[src/osp_pkg.sv]
package osp_pkg;
	// ---------------------------------------------------------
	// register indices
	// ---------------------------------------------------------
	localparam logic [3:0] A_ENABLE = 4'h0;
	localparam logic [3:0] A_RUN    = 4'h1;
	localparam logic [3:0] A_MODE   = 4'h2;
	localparam logic [3:0] A_TOGCTL = 4'h3;
	localparam logic [3:0] A_IMASK  = 4'h4;
	localparam logic [3:0] A_IRQEN  = 4'h5;
	localparam logic [3:0] A_CMP0   = 4'h6;
	localparam logic [3:0] A_CMP1   = 4'h7;
	localparam logic [3:0] A_CAP0   = 4'h8;
	localparam logic [3:0] A_COUNT  = 4'h9;
	// ---------------------------------------------------------
	// field positions
	// ---------------------------------------------------------
	localparam int M_CLKSEL = 0;
	localparam int M_CLE    = 2;
	localparam int M_CAPM   = 3;
	localparam int T_DC     = 0;
	localparam int T_EN0    = 2;
	localparam int T_EN1    = 3;
	localparam int T_ENCAP  = 4;
	localparam int T_FFVAL  = 5;
	localparam int I_MSK0   = 0;
	localparam int I_MSK1   = 1;
	localparam int I_MSKOV  = 2;
	localparam int E_CAP    = 0;
	localparam int E_MATCH  = 1;
	// ---------------------------------------------------------
	// field codes and values
	// ---------------------------------------------------------
	localparam logic [1:0] DC_INVERT = 2'h0;
	localparam logic [1:0] DC_SET    = 2'h1;
	localparam logic [1:0] DC_CLEAR  = 2'h2;
	localparam logic [1:0] DC_KEEP   = 2'h3;
	localparam logic [1:0] CLK_EXT   = 2'h0;
	localparam logic [1:0] CLK_TAP1  = 2'h1;
	localparam logic [1:0] CAPM_RISE = 2'h1;
	localparam logic [15:0] MODE_ONESHOT = 16'h0009;
	localparam logic [15:0] IMASK_ONLY1  = 16'h0005;
	localparam logic [2:0]  IMASK_RST    = 3'h7;
	// ---------------------------------------------------------
	// prescaler taps (log2 of divide ratio)
	// ---------------------------------------------------------
	localparam int TAP1_LOG2 = 1;
	localparam int TAP2_LOG2 = 3;
	localparam int TAP3_LOG2 = 5;
	localparam int PRE_W     = 5;
	localparam int RD_WAIT   = 3;
endpackage

[src/osp_if.sv]
interface osp_if;
	logic        regWr;
	logic        regRd;
	logic [3:0]  regAddr;
	logic [15:0] regWdata;
	logic [15:0] regRdata;
	logic        capIrq;
	logic        matchIrq;
	logic        extTrig;
	logic        pulseOut;
	modport dev (
		input  regWr, regRd, regAddr, regWdata, extTrig,
		output regRdata, capIrq, matchIrq, pulseOut
	);
	modport host (
		output regWr, regRd, regAddr, regWdata, extTrig,
		input  regRdata, capIrq, matchIrq, pulseOut
	);
endinterface

[src/osp_timer.sv]
module osp_timer (
	input wire logic mclk,
	input wire logic rstn,
	osp_if.dev       bus,
	output logic     running,
	output logic [15:0] count
);
	// ---------------------------------------------------------
	// state
	// ---------------------------------------------------------
	typedef struct packed {
		logic              en;
		logic              run;
		logic [1:0]        clkSel;
		logic              cle;
		logic [1:0]        capMode;
		logic              tog0;
		logic              tog1;
		logic              togCap;
		logic [2:0]        imask;
		logic [1:0]        irqEn;
		logic [15:0]       cmp0;
		logic [15:0]       cmp1;
		logic [15:0]       cap0;
		logic [15:0]       uc;
		logic [osp_pkg::PRE_W-1:0] pre;
		logic              trS1;
		logic              trS2;
		logic              trS3;
		logic              ff;
		logic [15:0]       rdata;
		logic              capIrq;
		logic              matchIrq;
		logic              runOut;
		logic [15:0]       ucOut;
	} osp_dev_t;

	osp_dev_t s_q;
	osp_dev_t s_d;

	// ---------------------------------------------------------
	// helpers
	// ---------------------------------------------------------
	function automatic logic tapTick(input logic [osp_pkg::PRE_W-1:0] p,
		input logic [1:0] sel);
		case (sel)
			2'h1:    tapTick = &p[osp_pkg::TAP1_LOG2-1:0];
			2'h2:    tapTick = &p[osp_pkg::TAP2_LOG2-1:0];
			default: tapTick = &p[osp_pkg::TAP3_LOG2-1:0];
		endcase
	endfunction

	function automatic logic cmpHit(input logic t, input logic [15:0] u,
		input logic [15:0] r);
		cmpHit = t && u == r;
	endfunction

	// ---------------------------------------------------------
	// combinational signals
	// ---------------------------------------------------------
	logic        active;
	logic        trigRise;
	logic        tick;
	logic [15:0] ucNew;
	logic        hit0;
	logic        hit1;
	logic        ovf;
	logic        capEv;
	logic        srcCmp0;
	logic        srcCmp1;
	logic        srcOvf;
	logic        invCmp0;
	logic        invCmp1;
	logic        invCap;
	logic        inv;

	always_comb begin
		s_d = s_q;
		active = s_q.en && s_q.run;
		// ---------------------------------------------------------
		// trigger pin synchroniser and edge detect
		// ---------------------------------------------------------
		s_d.trS1 = bus.extTrig;
		s_d.trS2 = s_q.trS1;
		s_d.trS3 = s_q.trS2;
		trigRise = s_q.trS2 && !s_q.trS3;
		// ---------------------------------------------------------
		// prescaler and up counter
		// ---------------------------------------------------------
		s_d.pre = active ? s_q.pre + 1'b1 : '0;
		if (s_q.clkSel == osp_pkg::CLK_EXT) begin
			tick = active && trigRise;
		end else begin
			tick = active && tapTick(s_q.pre, s_q.clkSel);
		end
		if (s_q.cle && s_q.uc == s_q.cmp1) begin
			ucNew = '0;
		end else begin
			ucNew = s_q.uc + 16'h0001;
		end
		hit0 = cmpHit(tick, ucNew, s_q.cmp0);
		hit1 = cmpHit(tick, ucNew, s_q.cmp1);
		ovf  = tick && s_q.uc == 16'hFFFF;
		if (!active) begin
			s_d.uc = '0;
		end else if (tick) begin
			s_d.uc = ucNew;
		end
		// ---------------------------------------------------------
		// capture
		// ---------------------------------------------------------
		capEv = active && trigRise && s_q.capMode == osp_pkg::CAPM_RISE;
		if (capEv) begin
			s_d.cap0 = s_q.uc;
		end
		// ---------------------------------------------------------
		// interrupts
		// ---------------------------------------------------------
		s_d.capIrq = capEv && s_q.irqEn[osp_pkg::E_CAP];
		srcCmp1 = hit1 && !s_q.imask[osp_pkg::I_MSK1];
		srcCmp0 = hit0 && !s_q.imask[osp_pkg::I_MSK0];
		srcOvf  = ovf && !s_q.imask[osp_pkg::I_MSKOV];
		s_d.matchIrq = s_q.irqEn[osp_pkg::E_MATCH] &&
			(srcCmp1 || srcCmp0 || srcOvf);
		// ---------------------------------------------------------
		// toggle flip-flop
		// ---------------------------------------------------------
		invCmp0 = hit0 && s_q.tog0;
		invCmp1 = hit1 && s_q.tog1;
		invCap  = capEv && s_q.togCap;
		inv     = invCmp0 ^ invCmp1 ^ invCap;
		s_d.ff = s_q.ff ^ inv;
		// ---------------------------------------------------------
		// register writes
		// ---------------------------------------------------------
		if (bus.regWr) begin
			unique case (bus.regAddr)
				osp_pkg::A_ENABLE: s_d.en = bus.regWdata[0];
				osp_pkg::A_RUN:    s_d.run = bus.regWdata[0];
				osp_pkg::A_MODE: begin
					s_d.clkSel  = bus.regWdata[osp_pkg::M_CLKSEL +: 2];
					s_d.cle     = bus.regWdata[osp_pkg::M_CLE];
					s_d.capMode = bus.regWdata[osp_pkg::M_CAPM +: 2];
				end
				osp_pkg::A_TOGCTL: begin
					s_d.tog0   = bus.regWdata[osp_pkg::T_EN0];
					s_d.tog1   = bus.regWdata[osp_pkg::T_EN1];
					s_d.togCap = bus.regWdata[osp_pkg::T_ENCAP];
					unique case (bus.regWdata[osp_pkg::T_DC +: 2])
						osp_pkg::DC_INVERT: s_d.ff = !s_q.ff;
						osp_pkg::DC_SET:    s_d.ff = 1'b1;
						osp_pkg::DC_CLEAR:  s_d.ff = 1'b0;
						osp_pkg::DC_KEEP:   s_d.ff = s_q.ff ^ inv;
					endcase
				end
				osp_pkg::A_IMASK: s_d.imask = bus.regWdata[2:0];
				osp_pkg::A_IRQEN: s_d.irqEn = bus.regWdata[1:0];
				osp_pkg::A_CMP0:  s_d.cmp0 = bus.regWdata;
				osp_pkg::A_CMP1:  s_d.cmp1 = bus.regWdata;
				default: ;
			endcase
		end
		// ---------------------------------------------------------
		// register reads, answered one cycle later
		// ---------------------------------------------------------
		s_d.rdata = '0;
		if (bus.regRd) begin
			unique case (bus.regAddr)
				osp_pkg::A_ENABLE: s_d.rdata = {15'h0000, s_q.en};
				osp_pkg::A_RUN:    s_d.rdata = {15'h0000, s_q.run};
				osp_pkg::A_MODE:   s_d.rdata = {11'h000, s_q.capMode, s_q.cle, s_q.clkSel};
				osp_pkg::A_TOGCTL: s_d.rdata = {10'h000, s_q.ff, s_q.togCap,
					s_q.tog1, s_q.tog0, osp_pkg::DC_KEEP};
				osp_pkg::A_IMASK:  s_d.rdata = {13'h0000, s_q.imask};
				osp_pkg::A_IRQEN:  s_d.rdata = {14'h0000, s_q.irqEn};
				osp_pkg::A_CMP0:   s_d.rdata = s_q.cmp0;
				osp_pkg::A_CMP1:   s_d.rdata = s_q.cmp1;
				osp_pkg::A_CAP0:   s_d.rdata = s_q.cap0;
				osp_pkg::A_COUNT:  s_d.rdata = s_q.uc;
				default:           s_d.rdata = '0;
			endcase
		end
		// ---------------------------------------------------------
		// output copies
		// ---------------------------------------------------------
		s_d.runOut = s_d.en && s_d.run;
		s_d.ucOut  = s_d.uc;
	end

	// ---------------------------------------------------------
	// state register
	// ---------------------------------------------------------
	always_ff @(posedge mclk or negedge rstn) begin
		if (!rstn) begin
			s_q <= '0;
			s_q.imask <= osp_pkg::IMASK_RST;
		end else begin
			s_q <= s_d;
		end
	end

	// ---------------------------------------------------------
	// outputs
	// ---------------------------------------------------------
	assign bus.regRdata = s_q.rdata;
	assign bus.capIrq   = s_q.capIrq;
	assign bus.matchIrq = s_q.matchIrq;
	assign bus.pulseOut = s_q.ff;
	assign running      = s_q.runOut;
	assign count        = s_q.ucOut;
endmodule // osp_timer

[src/flat_wrapper.sv]
// flat-port wrapper written by rule: the top's interface ports become plain ports
module osp_timer_flat 
  (mclk, rstn, running, count, bus_regWr, bus_regRd, bus_regAddr, bus_regWdata, bus_extTrig, bus_regRdata, bus_capIrq, bus_matchIrq, bus_pulseOut);
  osp_if bus_i ();
  input wire logic mclk;
  input wire logic rstn;
  output logic running;
  output logic [15:0] count;
  input wire logic [$bits(bus_i.regWr)-1:0] bus_regWr;
  input wire logic [$bits(bus_i.regRd)-1:0] bus_regRd;
  input wire logic [$bits(bus_i.regAddr)-1:0] bus_regAddr;
  input wire logic [$bits(bus_i.regWdata)-1:0] bus_regWdata;
  input wire logic [$bits(bus_i.extTrig)-1:0] bus_extTrig;
  output wire logic [$bits(bus_i.regRdata)-1:0] bus_regRdata;
  output wire logic [$bits(bus_i.capIrq)-1:0] bus_capIrq;
  output wire logic [$bits(bus_i.matchIrq)-1:0] bus_matchIrq;
  output wire logic [$bits(bus_i.pulseOut)-1:0] bus_pulseOut;
  assign bus_i.regWr = bus_regWr;
  assign bus_i.regRd = bus_regRd;
  assign bus_i.regAddr = bus_regAddr;
  assign bus_i.regWdata = bus_regWdata;
  assign bus_i.extTrig = bus_extTrig;
  assign bus_regRdata = bus_i.regRdata;
  assign bus_capIrq = bus_i.capIrq;
  assign bus_matchIrq = bus_i.matchIrq;
  assign bus_pulseOut = bus_i.pulseOut;
  osp_timer u_core (.mclk(mclk), .rstn(rstn), .bus(bus_i), .running(running), .count(count));
endmodule
[config.mk]
export PLATFORM = sky130hd
export DESIGN_NAME = osp_timer_flat
export DESIGN_NICKNAME = d
export VERILOG_FILES = /design/src/osp_pkg.sv /design/src/osp_if.sv /design/src/osp_timer.sv /design/src/flat_wrapper.sv
export SDC_FILE = /design/constraint.sdc
export NUM_CORES = 1
export LEC_CHECK = 0
export ABC_AREA = 0
export BUFFER_PORTS_ARGS = -buffer_cell sky130_fd_sc_hd__buf_2
export CORE_MARGIN = 2
export CORE_UTILIZATION = 54
export DETAILED_ROUTE_END_ITERATION = 6
export PLACE_DENSITY = 0.83
export SYNTH_ARGS = -nofsm -noshare
export SYNTH_HDL_FRONTEND = slang
export SYNTH_SLANG_ARGS = --single-unit
[constraint.sdc]
create_clock -name mclk -period 2.92 [get_ports mclk]
set_input_delay 0 -clock mclk [delete_from_list [all_inputs] [get_ports mclk]]
set_output_delay 0 -clock mclk [all_outputs]
set_load 0.005 [all_outputs]
==> results of run 1 <==
through the flow:
| stage | util (%) | power, mW |
|---|---|---|
| floorplan | - | 2.40 |
| detailed placement | 62.6 | 2.87 |
| global placement | 62.6 | 2.84 |
| finish | 70.3 | 4.21 |
| CTS | 67.8 | 4.12 |
| global route | 70.3 | 4.34 |
logic make-up after synthesis:
logic type               synth area share [%]
AND/OR/NAND/NOR                          16.7
AO/OA/AOI/OAI                            14.0
flip-flops                               41.8
buffers and inverters                    7.92
multiplexers                             11.7
XOR/XNOR                                 6.58
adder cells (fa/ha/maj)                  1.37
worst register-to-register path, cell delays in order, from the launching register on:
cell and delay [ns]:
dfrtp_2 0.51, xnor2_2 0.18, buf_4 0.16, nand2_1 0.11
nor4_2 0.06, buf_4 0.14, and2_1 0.17, buf_4 0.16
a211o_1 0.28, o2bb2ai_2 0.14, or4_4 0.52, and3_4 0.18
o31a_1 0.23
synthesized netlist by cell type, types with 4 or more instances:
library cell / count
a21oi_1: 25
o221ai_1: 4
nor4_4: 5
xnor2_1: 22
nor4_1: 10
nand3_4: 4
nand2b_1: 10
inv_1: 14
nor3_1: 15
nor2_1: 32
buf_6: 9
a22oi_1: 30
clkbuf_1: 17
xnor2_2: 6
ha_1: 7
a211oi_1: 4
and3_1: 10
nand2_1: 45
o22ai_1: 5
o31ai_1: 5
buf_4: 34
o32ai_1: 4
xor2_1: 8
mux2_2: 64
buf_2: 6
nand4_1: 9
nand3_1: 8
dfrtp_1: 104
o21ai_0: 26
power breakdown:
part / switching (mW) / internal, mW
sequential: 0.262 / 1.66
combinational: 0.536 / 0.527
clock: 0.617 / 0.604
total: 1.41 / 2.79
layer usage:
layer	up-vias	global-route usage [%]
li1	2469	-
met1	2851	45.8
met2	330	48.0
met3	46	5.36
met4	2	12.4
met5	-	0
state kept, by name, indices dropped and copies added (netlist names):
name,count
u_core.bus.pulseOut,1
u_core.s_d,2
u_core.running,1
u_core.s_q,85
u_core.bus.capIrq,1
u_core.bus.matchIrq,1
u_core.bus.regRdata,16
what timing repair did:
action	CTS	global route
hold buffers	18	0
endpoints found under the setup margin	1	1
pin swaps	5	17
setup buffers	4	10
resized for setup	18	38
endpoints found under the hold margin	100	0
cells in the final DEF, fill, tap and decap left out, types with 7 or more instances in the layout:
master         Yosys  final
a21oi_1           25     24
a22oi_1           30     30
nand2_1           45     44
nand4_1            9      9
o21ai_0           26     26
nand3_1            8      8
buf_2              6     59
xor2_1             8      7
dfrtp_2            0     10
dlygate4sd3_1      0     18
inv_1             14     14
nand2b_1          10     10
clkbuf_16          0      9
buf_4             34    104
dfrtp_1          104     94
xnor2_2            6     18
nor3_1            15     13
mux2_2            64     64
nor2_1            32     32
xnor2_1           22      8
and3_1            10      9
area by class of cell:
cell class              count  area [um^2]
fillers                   835         3420
multi-input cells         422         3490
repair buffers            190         1380
flip-flops and latches    107         2690
clock inverters             7         70.1
well taps                 143          179
inverters                  14         52.6
clock buffers               9          225
final timing paths:
| kind | startpoint | slack [ns] | end | cells after the start |
|---|---|---|---|---|
| setup / recovery | u_core.s_q[50]$_DFFE_PN0P_ | -0.02 | u_core.bus.pulseOut$_DFF_PN0_ | 12 |
| hold / removal | bus_regAddr[3] | 0.05 | u_core.bus.regRdata[0]$_DFF_PN0_ | 3 |
| setup reg to reg | u_core.s_q[50]$_DFFE_PN0P_ | -0.02 | u_core.bus.pulseOut$_DFF_PN0_ | 12 |
| hold reg to reg | u_core.s_d[37]$_DFF_PN0_ | 0.35 | u_core.s_d[36]$_DFF_PN0_ | 0 |
| max in group asynchronous | rstn | 1.92 | u_core.s_q[52]$_DFFE_PN0P_ | 3 |
| min in group asynchronous | rstn | 0.24 | u_core.s_q[119]$_DFFE_PN0P_ | 2 |
==> impl_metrics.py, run 1 <==
metrics = {
    "timing": {
        "fmax_mhz": 341,
        "setup-tns-final_ns": -0.0166,
        "finalWorstSetupSlack_ns": -0.0166,
        "slew_headroom_pct": 48.0,
        "rsz0062_at_grt": "yes",
        "min_period_ns": 2.94,
        "hold_viol_final": 0,
        "setup_viol": 1,
        "tightest_slew_ns": 0.779,
        "hold_ws_ns": 0.0485,
        "clock_skew_ns": 0.0147,
        "maxSlewViolCount": 0,
        "period_share_pct": 101,
    },
    "synthesis": {
        "synth_flop_cell": "dfrtp_1",
        "yosys_register_bits": 107,
        "avgSynthCellArea_um2": 10.5,
        "netlist.area_leader.share_pct": 40.6,
        "ys_types": 66,
        "synth_nets": 642,
        "synth-seq-area-share_pct": 41.8,
        "yosys.area.top_type": "dfrtp_1",
        "synth_top_cells_by_area": "dfrtp_1 41%, mux2_2 11%, buf_4 4.0%",
        "netlist_area_um2": 6410,
        "synth_cells": 610,
        "synth_async_sr_flop_share_pct": 100,
        "yosys_warnings": 0,
        "synth_edf_count": 0,
    },
    "global_route": {
        "grt_util_all_layers_pct": 31.6,
        "grt_overflow": 0,
        "grt_pass1_wl_mm": 30.5,
        "first_global_vias": 5392,
        "grt_max_degree": 58,
        "antenna_found_initial": 1,
    },
    "route": {
        "viasPerCell": 6.39,
        "vias": 5698,
        "drc": 3,
        "highest_layer": "met5",
        "dr_wl_met3_mm": 1.81,
        "drt_wl_total_mm": 20.3,
        "drtIter0Drc": 722,
        "wl_per_cell_um": 22.7,
        "ant_nets": 0,
        "drt-met1-wl_mm": 8.52,
        "firstDrtPassIters": 7,
        "route.met2.wl_mm": 9.41,
    },
    "worst_setup_path": {
        "slowest_delay_ns": 0.52,
        "critPathLaunchType": "flip-flop",
        "worstPathMaxFanout": 8,
        "cpMostUsedCell": "buf_4",
        "critical_path_buf_inv_count": 3,
        "worst-setup-path-type": "flip-flop to flip-flop",
        "path_cells": "xnor2_2 > buf_4 > nand2_1 > nor4_2 > buf_4 > and2_1 > buf_4 > a211o_1 > o2bb2ai_2 > or4_4 > and3_4 > o31a_1",
        "cp.arrival_ns": 3.19,
        "crit_family": "simple AND/OR/NAND/NOR gates",
        "required_ns": 3.18,
        "worst_path_max_delay_cell": "or4_4",
        "end_kind": "flip-flop",
    },
    "die": {
        "initial_core_util_pct": 55.7,
        "core_um2": 11500,
        "io_pins": 61,
        "rows": 39,
        "die_y_um": 113,
        "dieArea_um2": 12800,
        "die_w_um": 113,
    },
    "clock_network": {
        "clk_latency_ns": 0.37,
        "cts_sinks": 107,
        "clk_pin_slew_ns": 0.08,
        "htree_levels": 3,
        "cts-root-buf": "clkbuf_16",
        "clockBufferDepth": 2,
        "cts_tree": "yes",
        "numCtsBuffers": 9,
    },
    "final_layout": {
        "drive_gt1_share_pct": 43.5,
        "final_cell_area_um2": 8090,
        "areaGrowthSynthToFinish_pct": 26.2,
        "antenna_cells": 0,
        "finalNetCount": 776,
        "layout.cells.non_filler": 892,
    },
    "flow_run": {
        "drv_cap": 0,
    },
    "placement": {
        "dp.cells": 844,
        "dpl_cell_area_um2": 7210,
        "hpwl_mm": 14.5,
        "pre_cts_slack_ns": -0.115,
        "portBuffers": 60,
        "routabilityCongestion": 0.985,
    },
    "hold_path": {
        "holdCritPathClass": "primary input to flip-flop",
    },
    "run_status": {
        "violations": "DRC, setup timing",
        "outcome": "finished with violations",
    },
    "pwr": {
        "ir_drop_mv": 0.359,
        "p_leak_nw": 3.69,
        "power_density_nw_per_um2": 520,
    },
}
Power figures use the tool's default switching activity.
==> run 2: changes to the inputs <==
--- a/config.mk
+++ b/config.mk
@@ -8,9 +8,10 @@
 export ABC_AREA = 0
 export BUFFER_PORTS_ARGS = -buffer_cell sky130_fd_sc_hd__buf_2
 export CORE_MARGIN = 2
-export CORE_UTILIZATION = 54
+export CORE_UTILIZATION = 56
+export CTS_BUF_LIST = sky130_fd_sc_hd__clkbuf_2
 export DETAILED_ROUTE_END_ITERATION = 6
-export PLACE_DENSITY = 0.83
+export PLACE_DENSITY = 0.85
 export SYNTH_ARGS = -nofsm -noshare
 export SYNTH_HDL_FRONTEND = slang
 export SYNTH_SLANG_ARGS = --single-unit
==> run 2 against run 1 <==
  * The run ends with setup timing left
  * Die area decreased by 3.4%
  * Sequential power about the same
  * Routed wire length increased by 0.93%
  * Critical endpoint unchanged
  * Hold slack improved by 0.052 ns
  * Via count increased by 2.5%
==> impl_metrics.py, run 2 (synthesis gave the netlist of run 1 again) <==
metrics = {
    "worst_setup_path": {
        "path_cells": "buf_4 > xnor2_2 > nand4_1 > nor4_4 > buf_4 > a2bb2oi_1 > o32ai_1 > o2111ai_1 > nor4b_4 > a21oi_1 > o31a_1",
        "critPathLaunchType": "flip-flop",
        "worst-setup-path-type": "flip-flop to flip-flop",
        "cp.arrival_ns": 3.56,
        "required_ns": 3.52,
        "r2r_slack_ns": -0.04,
        "worstPathMaxFanout": 4,
        "end_kind": "flip-flop",
        "slowest_delay_ns": 0.49,
        "cpMostUsedCell": "buf_4",
        "worst_path_max_delay_cell": "dfrtp_2",
    },
    "clock_network": {
        "clockBufferDepth": 2,
        "clk_pin_slew_ns": 0.32,
        "clk_latency_ns": 0.68,
        "cts_tree": "yes",
        "htree_levels": 3,
        "cts-root-buf": "clkbuf_2",
        "numCtsBuffers": 9,
        "cts_sinks": 107,
    },
    "timing": {
        "tightest_slew_ns": 0.772,
        "period_share_pct": 101,
        "hold_ws_ns": 0.101,
        "clock_skew_ns": 0.0542,
        "rsz0062_at_grt": "yes",
        "min_period_ns": 2.96,
        "fmax_mhz": 338,
        "slew_headroom_pct": 48.4,
        "maxSlewViolCount": 0,
        "hold_viol_final": 0,
        "setup_viol": 1,
        "finalWorstSetupSlack_ns": -0.0393,
    },
    "final_layout": {
        "finalNetCount": 793,
        "drive_gt1_share_pct": 43.2,
        "n_fill_cell": 814,
        "top_register": "u_core.s_q",
        "multi_input_area_um2": 3440,
        "final_cell_mix": "116 x buf_4, 94 x dfrtp_1, 64 x mux2_2, 59 x buf_2, 44 x nand2_1",
        "regArea_um2": 2690,
        "final_common_cell": "buf_4",
        "largest_reg_flops": 85,
        "areaGrowthSynthToFinish_pct": 24.7,
    },
    "global_route": {
        "first_global_vias": 5773,
        "grt_util_all_layers_pct": 33.9,
        "antenna_found_initial": 1,
        "grt_pass1_wl_mm": 32.4,
        "grt_overflow": 0,
        "grt_max_degree": 64,
    },
    "pwr": {
        "pwr-share-seq_pct": 52.1,
        "pwr-share-clk_pct": 18.9,
        "p_leak_nw": 3.69,
        "intPower_mw": 2.34,
        "ir_drop_mv": 0.339,
        "swShare_pct": 36.6,
        "switching_power_mw": 1.35,
        "power_mw": 3.68,
        "p_comb_share_pct": 29.0,
        "power_density_nw_per_um2": 461,
    },
    "die": {
        "die_w_um": 111,
        "core_um2": 11300,
        "die_y_um": 111,
        "io_pins": 61,
        "rows": 39,
        "dieArea_um2": 12300,
        "initial_core_util_pct": 56.9,
    },
    "route": {
        "drtIter0Drc": 751,
        "ant_nets": 0,
        "vias": 5838,
        "drt_wl_total_mm": 20.5,
        "viasPerCell": 6.42,
        "drc": 0,
        "firstDrtPassIters": 6,
        "wl_per_cell_um": 22.5,
    },
    "placement": {
        "routabilityCongestion": 1.01,
        "hpwl_mm": 14.6,
        "portBuffers": 60,
    },
    "run_status": {
        "outcome": "finished with violations",
        "violations": "setup timing",
    },
    "hold_path": {
        "holdCritPathClass": "primary input to flip-flop",
    },
    "flow_run": {
        "drv_cap": 0,
    },
}
## run 2: cell types whose count changed in the layout (fill, tap and decap cells not counted), sizes merged
cell,previous run,this run
dlygate4sd3,18,28
diode,0,1
clkinvlp,0,2
buf,172,179
clkinv,3,1
## run 2: worst max-delay path, delay by kind of cell, from the launching register on
family                    cells  cell delay, ns
buffers and inverters         2            0.34
DFF                           1            0.49
and+or+nand+nor               3            0.78
AOI/OAI and AO/OA             5            1.09
xor gates and xnor gates      1            0.20
## run 2: per-layer routing
layer / GRT usage (%) / part of all wire [%] / vias to the layer above
met1: 45.7 / 39 / 2855
met3: 9.46 / 11 / 95
met5: 0 / 0 / -
li1: - / - / 2495
met2: 52.9 / 46 / 393
met4: 12.5 / 4.2 / 0
## run 2: power by group through the flow
stage	Combinational [mW]	Clock (mW)	Sequential [mW]
after floorplan	0.550	0	1.85
after global placement	0.921	0	1.91
after detailed placement	0.951	0	1.92
after CTS	1.01	0.703	1.89
after global routing	1.14	0.762	1.93
final	1.07	0.696	1.92
## run 2: timing repair
action / CTS / global route
buffers inserted: 4 / 9
endpoints found under the hold margin: 165 / 0
resized for setup: 22 / 23
hold buffers: 29 / 0
pin swaps: 8 / 10
setup endpoints to repair: 1 / 2
## run 2: cell type report
| type | instances | area share (%) |
|---|---|---|
| multi-input cells | 422 | 43.0 |
| clock inverters | 7 | 0.861 |
| diodes | 1 | 0.0313 |
| repair buffers | 207 | 19.0 |
| well taps | 143 | 2.24 |
| inverters | 14 | 0.657 |
| clock buffers | 9 | 0.563 |
| flip-flops and latches | 107 | 33.7 |
## run 2: worst paths after layout
| path | startpoint | end | depth (start not counted) |
|---|---|---|---|
| worst max-delay path | u_core.s_q[45]$_DFFE_PN0P_ | u_core.bus.pulseOut$_DFF_PN0_ | 11 |
| worst min-delay path | bus_regWdata[5] | u_core.s_q[81]$_DFFE_PN0P_ | 3 |
| worst max register to register | u_core.s_q[45]$_DFFE_PN0P_ | u_core.bus.pulseOut$_DFF_PN0_ | 11 |
| worst min register to register | u_core.s_d[37]$_DFF_PN0_ | u_core.s_d[36]$_DFF_PN0_ | 0 |
| max in group asynchronous | rstn | u_core.s_q[56]$_DFFE_PN0P_ | 4 |
| min in group asynchronous | rstn | u_core.s_q[93]$_DFFE_PN0P_ | 4 |
## run 2: through the flow
step / cells / TNS (ns) / worst slack, ns / utilization (%) / cell area, um^2
2_1_floorplan: 610 / 0 / 0.0113 / - / 6420
3_3_place_gp: 851 / -0.0395 / -0.0395 / 64.3 / 7250
3_5_place_dp: 851 / -0.0829 / -0.0829 / 64.3 / 7250
4_1_cts: 900 / 0 / 0.00551 / 69.2 / 7800
5_1_grt: 910 / -0.117 / -0.105 / 70.9 / 7990
6_report: 910 / -0.0393 / -0.0393 / 70.9 / 7990
